**src/hw/spi_pin_pkg.sv**
```systemverilog
package spi_pin_pkg;
    localparam int BYTE_W = 8;
    localparam int FIFO_DEPTH = 16;
    localparam logic [2:0] BIT_LAST = 3'h7;
    localparam logic [2:0] BIT_FIRST = 3'h0;

    typedef struct packed {
        logic [BYTE_W-1:0] data;
        logic is_last;
    } rx_word_type;

    typedef enum logic [1:0] {
        PWR_STANDBY,
        PWR_ACTIVE,
        PWR_WRITING
    } pwr_state_type;
endpackage

```
**src/hw/byte_fifo.sv**
```systemverilog
`timescale 1ns/10ps
module byte_fifo #(
    parameter int WIDTH = 9,
    parameter int DEPTH = 16
) (
    input wire logic clk,
    input wire logic reset_n,
    input wire logic [WIDTH-1:0] in_data,
    input wire logic in_valid,
    output logic in_ready,
    output logic [WIDTH-1:0] out_data,
    output logic out_valid,
    input wire logic out_ready
);
    localparam int AW = $clog2(DEPTH);

    typedef struct packed {
        logic [AW-1:0] wr;
        logic [AW-1:0] rd;
        logic [AW:0] count;
    } fifo_state_type;

    fifo_state_type state_ff;
    fifo_state_type nxt_state;
    logic [WIDTH-1:0] mem [DEPTH];
    logic push;
    logic pop;

    assign in_ready = (state_ff.count != (AW+1)'(DEPTH));
    assign out_valid = (state_ff.count != '0);
    assign out_data = mem[state_ff.rd];
    assign push = in_valid && in_ready;
    assign pop = out_valid && out_ready;

    always_comb begin
        nxt_state = state_ff;
        if (push) begin
            nxt_state.wr = state_ff.wr + 1'b1;
        end
        if (pop) begin
            nxt_state.rd = state_ff.rd + 1'b1;
        end
        if (push && !pop) begin
            nxt_state.count = state_ff.count + 1'b1;
        end else if (pop && !push) begin
            nxt_state.count = state_ff.count - 1'b1;
        end
    end

    always_ff @(posedge clk) begin
        if (push) begin
            mem[state_ff.wr] <= in_data;
        end
    end

    always_ff @(posedge clk or negedge reset_n) begin
        if (!reset_n) begin
            state_ff <= '0;
        end else begin
            state_ff <= nxt_state;
        end
    end
endmodule

```
**src/hw/spi_pin_front.sv**
```systemverilog
// Notes on behaviour
// The serial output is push/pull and carries read data during a read.
// The output bit changes only after a falling serial clock edge.
// The host sends every opcode, address and write byte on the serial input.
// The serial input is captured on each rising serial clock edge while selected.
// Select high deselects the part and floats the serial output.
// Deselected means standby, unless a nonvolatile write is still running.
// Select low enables the part and puts it in active power mode.
// After power-up nothing is done until a select falling edge has been seen.
// Protect low blocks nonvolatile writes and leaves everything else working.
// Protect high lets every function including writes work normally.
// Protect going low while selected during a write aborts that write.
// Once the internal write has begun, protect falling does not stop it.
// All bytes move most significant bit first in both directions.
// The host holds select low for the whole operation.
// The serial clock may stop anywhere and shifting resumes where it left off.
// Clock and data are ignored while deselected; the bit count restarts on select fall.
`timescale 1ns/10ps
module spi_pin_front
    import spi_pin_pkg::*;
#(
    parameter int DEPTH = FIFO_DEPTH
) (
    input wire logic clk,
    input wire logic reset_n,
    input wire logic select_and_kick_input_n,
    input wire logic serial_clock,
    input wire logic serial_in,
    input wire logic write_protect_n,
    output logic serial_out,
    output logic serial_out_oe,
    output logic [BYTE_W-1:0] rx_data,
    output logic rx_first,
    output logic rx_valid,
    input wire logic rx_ready,
    input wire logic [BYTE_W-1:0] tx_data,
    output logic tx_load,
    input wire logic read_active,
    input wire logic write_request,
    output logic write_start,
    input wire logic write_done,
    output logic write_aborted,
    output logic write_busy,
    output logic active_mode,
    output logic armed,
    output logic rx_overflow
);
    typedef struct packed {
        logic [1:0] cs_sync;
        logic [1:0] sck_sync;
        logic [1:0] si_sync;
        logic [1:0] wp_sync;
        logic cs_prev;
        logic sck_prev;
        logic wp_prev;
        logic armed;
        logic selected;
        logic [2:0] bit_cnt;
        logic [BYTE_W-1:0] rx_shift;
        logic [BYTE_W-1:0] tx_shift;
        logic first_byte;
        logic push;
        rx_word_type push_word;
        logic so;
        logic so_oe;
        logic tx_load;
        logic aborted;
        logic write_start;
        pwr_state_type pwr;
        logic overflow;
        logic busy;
        logic active;
    } front_state_type;

    front_state_type state_ff;
    front_state_type nxt_state;
    logic fifo_in_ready;
    logic fifo_out_valid;
    rx_word_type fifo_out;
    logic cs_n;
    logic sck;
    logic wp_n;
    logic cs_fall;
    logic sck_rise;
    logic sck_fall;
    logic wp_fall;

    assign cs_n = state_ff.cs_sync[1];
    assign sck = state_ff.sck_sync[1];
    assign wp_n = state_ff.wp_sync[1];
    assign cs_fall = state_ff.cs_prev && !cs_n;
    assign sck_rise = !state_ff.sck_prev && sck;
    assign sck_fall = state_ff.sck_prev && !sck;
    assign wp_fall = state_ff.wp_prev && !wp_n;

    always_comb begin
        nxt_state = state_ff;
        nxt_state.cs_sync = {state_ff.cs_sync[0], select_and_kick_input_n};
        nxt_state.sck_sync = {state_ff.sck_sync[0], serial_clock};
        nxt_state.si_sync = {state_ff.si_sync[0], serial_in};
        nxt_state.wp_sync = {state_ff.wp_sync[0], write_protect_n};
        nxt_state.cs_prev = cs_n;
        nxt_state.sck_prev = sck;
        nxt_state.wp_prev = wp_n;
        nxt_state.push = 1'b0;
        nxt_state.tx_load = 1'b0;
        nxt_state.write_start = 1'b0;
        if (cs_fall) begin
            nxt_state.armed = 1'b1;
            nxt_state.selected = 1'b1;
            nxt_state.bit_cnt = BIT_FIRST;
            nxt_state.first_byte = 1'b1;
            nxt_state.aborted = 1'b0;
        end
        if (cs_n) begin
            nxt_state.selected = 1'b0;
            nxt_state.so_oe = 1'b0;
        end
        // Edges are acted on only from the sampled clock, so a stalled clock just waits
        if (state_ff.selected && state_ff.armed && !cs_n) begin
            if (sck_rise) begin
                nxt_state.rx_shift = {state_ff.rx_shift[BYTE_W-2:0], state_ff.si_sync[1]};
                nxt_state.bit_cnt = state_ff.bit_cnt + 3'h1;
                if (state_ff.bit_cnt == BIT_LAST) begin
                    nxt_state.push = 1'b1;
                    nxt_state.push_word.data = {state_ff.rx_shift[BYTE_W-2:0], state_ff.si_sync[1]};
                    nxt_state.push_word.is_last = state_ff.first_byte;
                    nxt_state.first_byte = 1'b0;
                    nxt_state.tx_load = read_active;
                end
            end
            if (sck_fall && read_active) begin
                if (state_ff.bit_cnt == BIT_FIRST) begin
                    nxt_state.so = tx_data[BYTE_W-1];
                    nxt_state.tx_shift = {tx_data[BYTE_W-2:0], 1'b0};
                end else begin
                    nxt_state.so = state_ff.tx_shift[BYTE_W-1];
                    nxt_state.tx_shift = {state_ff.tx_shift[BYTE_W-2:0], 1'b0};
                end
                nxt_state.so_oe = 1'b1;
            end
        end
        if (!cs_n && wp_fall && state_ff.pwr != PWR_WRITING) begin
            nxt_state.aborted = 1'b1;
        end
        if (state_ff.push && !fifo_in_ready) begin
            nxt_state.overflow = 1'b1;
        end
        case (state_ff.pwr)
            PWR_STANDBY: begin
                if (!cs_n && state_ff.armed) begin
                    nxt_state.pwr = PWR_ACTIVE;
                end
            end
            PWR_ACTIVE: begin
                // Write starts only at deselect, with protect high and no abort seen
                if (cs_n && write_request && wp_n && !state_ff.aborted) begin
                    nxt_state.pwr = PWR_WRITING;
                    nxt_state.write_start = 1'b1;
                end else if (cs_n) begin
                    nxt_state.pwr = PWR_STANDBY;
                end
            end
            PWR_WRITING: begin
                // Protect is not looked at here, the cycle always finishes
                if (write_done) begin
                    nxt_state.pwr = cs_n ? PWR_STANDBY : PWR_ACTIVE;
                end
            end
            default: begin
                nxt_state.pwr = PWR_STANDBY;
            end
        endcase
        // Registered copies so the status outputs leave straight from flops
        nxt_state.busy = (nxt_state.pwr == PWR_WRITING);
        nxt_state.active = (nxt_state.pwr != PWR_STANDBY);
    end

    always_ff @(posedge clk or negedge reset_n) begin
        if (!reset_n) begin
            state_ff <= '0;
            state_ff.cs_sync <= 2'h3;
            state_ff.cs_prev <= 1'b1;
            state_ff.wp_sync <= 2'h3;
            state_ff.wp_prev <= 1'b1;
            state_ff.pwr <= PWR_STANDBY;
        end else begin
            state_ff <= nxt_state;
        end
    end

    logic [BYTE_W-1:0] rx_data_ff;
    logic rx_first_ff;
    logic rx_valid_ff;
    logic fifo_pop;

    // Pop exactly when the output stage loads, else a stalled word is handed over twice
    assign fifo_pop = !rx_valid_ff || rx_ready;

    byte_fifo #(
        .WIDTH($bits(rx_word_type)),
        .DEPTH(DEPTH)
    ) u_rx_fifo (
        .clk(clk),
        .reset_n(reset_n),
        .in_data(state_ff.push_word),
        .in_valid(state_ff.push),
        .in_ready(fifo_in_ready),
        .out_data(fifo_out),
        .out_valid(fifo_out_valid),
        .out_ready(fifo_pop)
    );

    always_ff @(posedge clk or negedge reset_n) begin
        if (!reset_n) begin
            rx_data_ff <= '0;
            rx_first_ff <= 1'b0;
            rx_valid_ff <= 1'b0;
        end else if (fifo_pop) begin
            rx_data_ff <= fifo_out.data;
            rx_first_ff <= fifo_out.is_last;
            rx_valid_ff <= fifo_out_valid;
        end
    end

    assign rx_data = rx_data_ff;
    assign rx_first = rx_first_ff;
    assign rx_valid = rx_valid_ff;
    assign serial_out = state_ff.so;
    assign serial_out_oe = state_ff.so_oe;
    assign tx_load = state_ff.tx_load;
    assign write_start = state_ff.write_start;
    assign write_aborted = state_ff.aborted;
    assign write_busy = state_ff.busy;
    assign active_mode = state_ff.active;
    assign armed = state_ff.armed;
    assign rx_overflow = state_ff.overflow;
endmodule

```
**config.mk**
```make
export PLATFORM = sky130hd
export DESIGN_NAME = spi_pin_front
export DESIGN_NICKNAME = d
export VERILOG_FILES = /design/src/hw/spi_pin_pkg.sv /design/src/hw/byte_fifo.sv /design/src/hw/spi_pin_front.sv
export SDC_FILE = /design/constraint.sdc
export NUM_CORES = 1
export LEC_CHECK = 0
export BUFFER_PORTS_ARGS = -buffer_cell sky130_fd_sc_hd__clkbuf_2
export CAP_MARGIN = 5
export CORE_MARGIN = 2
export CORE_UTILIZATION = 66
export CTS_CLUSTER_DIAMETER = 30
export DETAILED_ROUTE_END_ITERATION = 8
export GPL_TIMING_DRIVEN = 0
export PLACE_DENSITY_LB_ADDON = 0.15
export SYNTH_ARGS = -nofsm -noshare
export SYNTH_HDL_FRONTEND = slang
export SYNTH_SLANG_ARGS = --single-unit
```
**constraint.sdc**
```tcl
create_clock -name clk -period 6.5 [get_ports clk]
set_clock_uncertainty 0.15 [all_clocks]
set_input_delay 1.3 -clock clk [delete_from_list [all_inputs] [get_ports clk]]
set_output_delay 1.3 -clock clk [all_outputs]
set_load 0.1 [all_outputs]
```
# After elaboration in Yosys (flattened, before gate mapping)
# Memory sizes are Yosys's and may differ from the RTL's. A register that Yosys moved wholly into a read port is not among the register bits.
# Cells that the tools add are included.
# totals
ff_bits	67
ram_bits	144
inputBits	18
out_inout_bits	19
elab_cells	108
memories	1
# mem_list
name	depth	width	rd	rd_ports_with_merged_regs	wr	line_no	rtl
u_rx_fifo.mem	16	9	1	1	1	byte_fifo.sv:25	logic [WIDTH-1:0] mem [DEPTH];
# op_classes
n_addsub	5
n_eq_ne	6
n_mux	28
n_reduce_logical	39
# ops
operator	count
$mux 11	3
$mux 33	1
$logic_and 1x1->1	18
$mux 8	2
$mux 1	13
$logic_not 1->1	10
$mux 2	5
$mux 5	2
$add 4x1->4 const B	2
$reduce_bool 2->1	4
$pmux 2 s3	1
$add 5x1->5 const B	1
$ne 5x5->1 const B	1
$reduce_bool 5->1	1
$sub 5x1->5 const B	1
$eq 2x2->1 const B	2
$mux 4	1
$reduce_and 2->1	2
$add 3x1->3 const B	1
$eq 3x3->1 const B	1
$logic_not 3->1	1
$reduce_and 3->1	1
$eq 2x1->1 const B	1
$logic_not 2->1	1
other kinds (2)	2

# Depth between registers and ports, before layout
# logic_depth
word_depth	6
ltp_mapped	10
depth_no_buf	10

# Modules after synthesis
# From an unflattened synthesis, not the netlist that was laid out.
# unflattened
cells_unflattened	497
hier_area_um2	8750.9
# modules_own_cells
mod	instances	cells_each	area_per_inst_um2	seq_area_each_um2
byte_fifo	1	345	6429.9	4649.5
spi_pin_front	1	152	2321.0	1534.0

# Worst setup path before layout
# Ideal clock, no wire load.
# synth_path
path_type	input to register
startpoint	in rx_ready
endpoint	reg u_rx_fifo.state_ff[4] in the netlist's numbering
setup_time_ns	0.080
t_arrival_ns	3.031
required_time_ns	6.270
slack_ns	3.239
path_stages	10
n_path_buf	0
cell_sequence	nor2b_1 -> a21oi_1 -> inv_1 -> ha_1 -> inv_1 -> fa_1 -> a21o_1 -> a21oi_1 -> mux2i_1 -> xnor2_1
# synth_between
elab_chain_cells	5
word_cells_on_any_way	7
cone_classes	1 x mux; 6 x reduce/logical
# synth_lines
element	line_no	rtl
from (decl)	spi_pin_front.sv:35	input wire logic rx_ready,
$logic_or 1x1->1 *	spi_pin_front.sv:198	assign fifo_pop = !rx_valid_ff || rx_ready;
$logic_and 1x1->1 *	byte_fifo.sv:33	assign pop = out_valid && out_ready;
$logic_not 1->1	byte_fifo.sv:43	if (push && !pop) begin
$logic_and 1x1->1	byte_fifo.sv:43	
$mux 5 / $reduce_bool 2->1 (equally long branches)	-	
to (signal assigned)	byte_fifo.sv:60	state_ff <= nxt_state;
to (decl)	byte_fifo.sv:23	fifo_state_type state_ff;
# Every way passes the cells marked *; elsewhere a longest branch is shown, timed or not.
# A chain may end at the register's enable or synchronous reset.

# Worst setup path in the final report
# Ends and elaborated chain as after synthesis.

==> summary.md <==
| Metric | Value |
|---|---|
| Fmax | 0.3122 GHz |
| #FFs+latches synth | 218 |
| CTS buffer count | 36 |
| RePlAce Congestion | 0.7978 |
| Post-DRT Antenna Nets | 0 |
| Fill cells | 693 |
| Number of flops mapped to enable cells by yosys | 144 |
| Share of cells above drive strength 1 | 21.40% |
| Wirelength per Cell | 21.72 microns |
| Min cycle time layout | 3.203 ns |
| Final hold slack | 0.1955 ns |
| Drt pass-1 iters | 5 |
| Tightest Pin Transition | 1.259 ns |
| Count of cell types in the netlist | 43 |
| Total power draw | 4.410 mW |
| Grt met3 use | 4.971% |
| Synth warn | 0 |
| Ys async rst share | 33.94% |
| VDD IR max | 0.2921 mV |
| Synth Area in Adders | 1.973% |
| Worst hold path type | flip-flop to flip-flop |
| CP required | 6.74 ns |
| M2 GR Usage | 45.63% |
| Part of the power in the clock network | 42.1% |
| Post-DP HPWL | 10,610 microns |
| Starting Density | 68.08% |
| Hold Vio Cnt, Final | 0 |
| Synth Area in Compound Gates | 4.236% |
| Slew Viols, Final | 0 |
| Mapped Cells | 555 |
| Cts hold-fix bufs | 0 |
| Static Leak | 4.039 nW |
| Largest family of logic cells by synthesized area | multiplexers |
| Pwr Density | 429.3 nW/um^2 |
| Area Overhead vs Synth | 19.09% |
| Routed vias | 5,033 |
| Die area | 14,000 sq um |
| Reg2Reg Depth | 10 |
| CP Capture Type | flip-flop |
| Reg clk slew, reported paths | 0.05 ns |
| Maxcap violations | 0 |
| Fin Setup TNS | 0 ns |
| Routed WL | 18,050 microns |
| Die X | 118.3 microns |
| Seq pwr share | 37.1% |
| GRT Total Usage | 26.81% |
| Met1 usage | 35.36% |
| Die Y-Extent | 118.3 microns |
| CP Max Fanout | 5 |
| NumNets Final | 664 |
| First-pass GRT wire length | 28,560 microns |
| Clk_lat worst skew | 0.47 ns |
| Int Pwr | 3.091 mW |
| Critical path class | input pin to flip-flop |
| Deepest clock path buffer count | 3 |
| Drt drc | 0 |
| Commonest cells after routing, fill and taps aside | edfxtp_1, mux2i_1, dfrtp_1 |
| I/O pins | 37 |
| Mapped cell area | 8626 sq um |
| H-Tree Depth | 2 |
| Fin area | 10,270 sq um |
| Vias in the first global route | 5,232 |
| Area after DPL | 9051 sq um |
| Setup-failing EPs final | 0 |
| Rel. slew slack | 15.40% |
| Reg area | 6183 sq um |
| PortBufs | 36 |
| Pin count of the biggest net entering global routing | 70 |
| TritonCTS clock tree | yes |
| Hold path cells | 0 |
| Setup bufs post-CTS | 0 |
| Post-synthesis average cell area | 15.54 sq um |
| Sw Ratio | 29.91% |
| Xor and xnor area share after synthesis | 1.015% |
| Most common cell after layout, fill and taps aside | edfxtp_1 |
| Synthesized Nets | 586 |
| Switching power | 1.319 mW |
| RSZ-0062 raised after global routing | no |
| Root buf cell | clkbuf_16 |
| Gate power share | 20.8% |
| Via density | 6.057 |
| DR iter-0 viols | 387 |
| Global route hottest layer | met2 |
| Initial antenna violation count | 0 |
| Simple-Gate Fraction of Synth Area | 7.543% |
| Mux share of post-synthesis cell area | 11.62% |
| Sequential-to-total area share from yosys stat | 71.69% |
| Core Area | 12,670 sq um |
| Cell Rows | 41 |
| # clock sinks | 218 |
| CP arrival | 3.44 ns |
| Type of origin of the critical path | input pin |
| Multi-input logic area | 2276 sq um |
| Antenna diode count | 0 |
| Overflow after GRT | 0 |
| Top FF cell, synth | edfxtp_1 |
| Status | complete, no violations |
| Cts repair resizes | 0 |
| Period utilisation layout | 49.28% |
==> flip-flops by register name (all words and copies together) (netlist names), 6 cells and up <==
name and flops:
u_rx_fifo.mem 144, state_ff 35, rx_data 8, u_rx_fifo.state_ff 13, nxt_state 6
==> worst paths after layout <==
check	end	startpoint	slack, ns
min in group asynchronous	rx_data[5]$_DFFE_PN0N_	reset_n	0.51
hold / removal	state_ff[48]$_DFF_PN0_	nxt_state[48]$_DFF_PN0_	0.20
setup reg to reg	u_rx_fifo.state_ff[4]$_DFFE_PN0P_	u_rx_fifo.state_ff[0]$_DFFE_PN0P_	3.67
hold reg to reg	state_ff[48]$_DFF_PN0_	nxt_state[48]$_DFF_PN0_	0.20
setup / recovery	u_rx_fifo.state_ff[4]$_DFFE_PN0P_	rx_ready	3.30
max in group asynchronous	cs_n$_DFF_PN1_	reset_n	5.10
==> logic make-up (layout without fill, tap and decap cells) <==
family / Yosys count / in the layout
AND/OR/NAND/NOR: 129 / 129
XOR/XNOR: 10 / 10
multiplexers: 98 / 98
buffers and inverters: 33 / 137
adder cells (fa/ha/maj): 13 / 13
AO/OA/AOI/OAI: 54 / 54
flip-flops: 218 / 218
==> synth_stat cells (all sizes together) (6+ instances only) <==
| library cell | instances | share of area, % |
|---|---|---|
| edfxtp | 144 | 50 |
| mux2i | 81 | 9.4 |
| dfrtp | 68 | 20 |
| nand2 | 55 | 2.5 |
| a22oi | 27 | 2.3 |
| buf | 19 | 1.3 |
| nor2 | 19 | 0.83 |
| nand3 | 18 | 1.0 |
| mux2 | 17 | 2.2 |
| o21ai | 14 | 0.81 |
| ha | 12 | 1.7 |
| nand4 | 11 | 0.80 |
| inv | 9 | 0.39 |
| xnor2 | 9 | 0.91 |
| dfstp | 6 | 1.8 |
| nor2b | 6 | 0.44 |
==> worst max-delay path, stage by stage <==
cell and delay, ns:
clkbuf_2 0.09, nor2b_1 0.33, a21oi_1 0.16, inv_1 0.14, ha_1 0.18, inv_1 0.11
fa_1 0.41, a21o_1 0.20, a21oi_1 0.17, mux2i_1 0.23, xnor2_1 0.13
==> power by group through the flow <==
| stage | Combinational (mW) | Sequential [mW] | Clock [mW] |
|---|---|---|---|
| after floorplan | 0.475 | 1.87 | 0 |
| after global placement | 0.885 | 1.65 | 0 |
| after detailed placement | 0.906 | 1.66 | 0 |
| after CTS | 0.920 | 1.64 | 1.87 |
| after global routing | 0.975 | 1.64 | 1.94 |
| final | 0.918 | 1.64 | 1.86 |
==> per-layer routing <==
metal | vias up | wire [microns]
met4 | 0 | 446
met2 | 232 | 9282
met1 | 2534 | 7156
met3 | 39 | 1168
met5 | - | 0
li1 | 2228 | -
==> cell type report <==
cell class                 count  area share [%]
clock buffer                  50           9.988
inverter                       9          0.3289
sequential                   218           60.19
clock inverter                14           1.705
tap                          172           2.095
buffer                        24           1.291
multi-input combinational    304           22.16
timing repair buffer          40           2.241
==> stage by stage <==
step	setup WS, ns	instances	util, %
detailed placement	2.876	764	71.43
CTS	3.296	828	80.91
floorplan	3.239	555	-
finish	3.297	831	81.07
global route	3.136	831	81.07
global placement	2.916	763	71.20
Note: power is estimated with default switching activity, not from simulation.
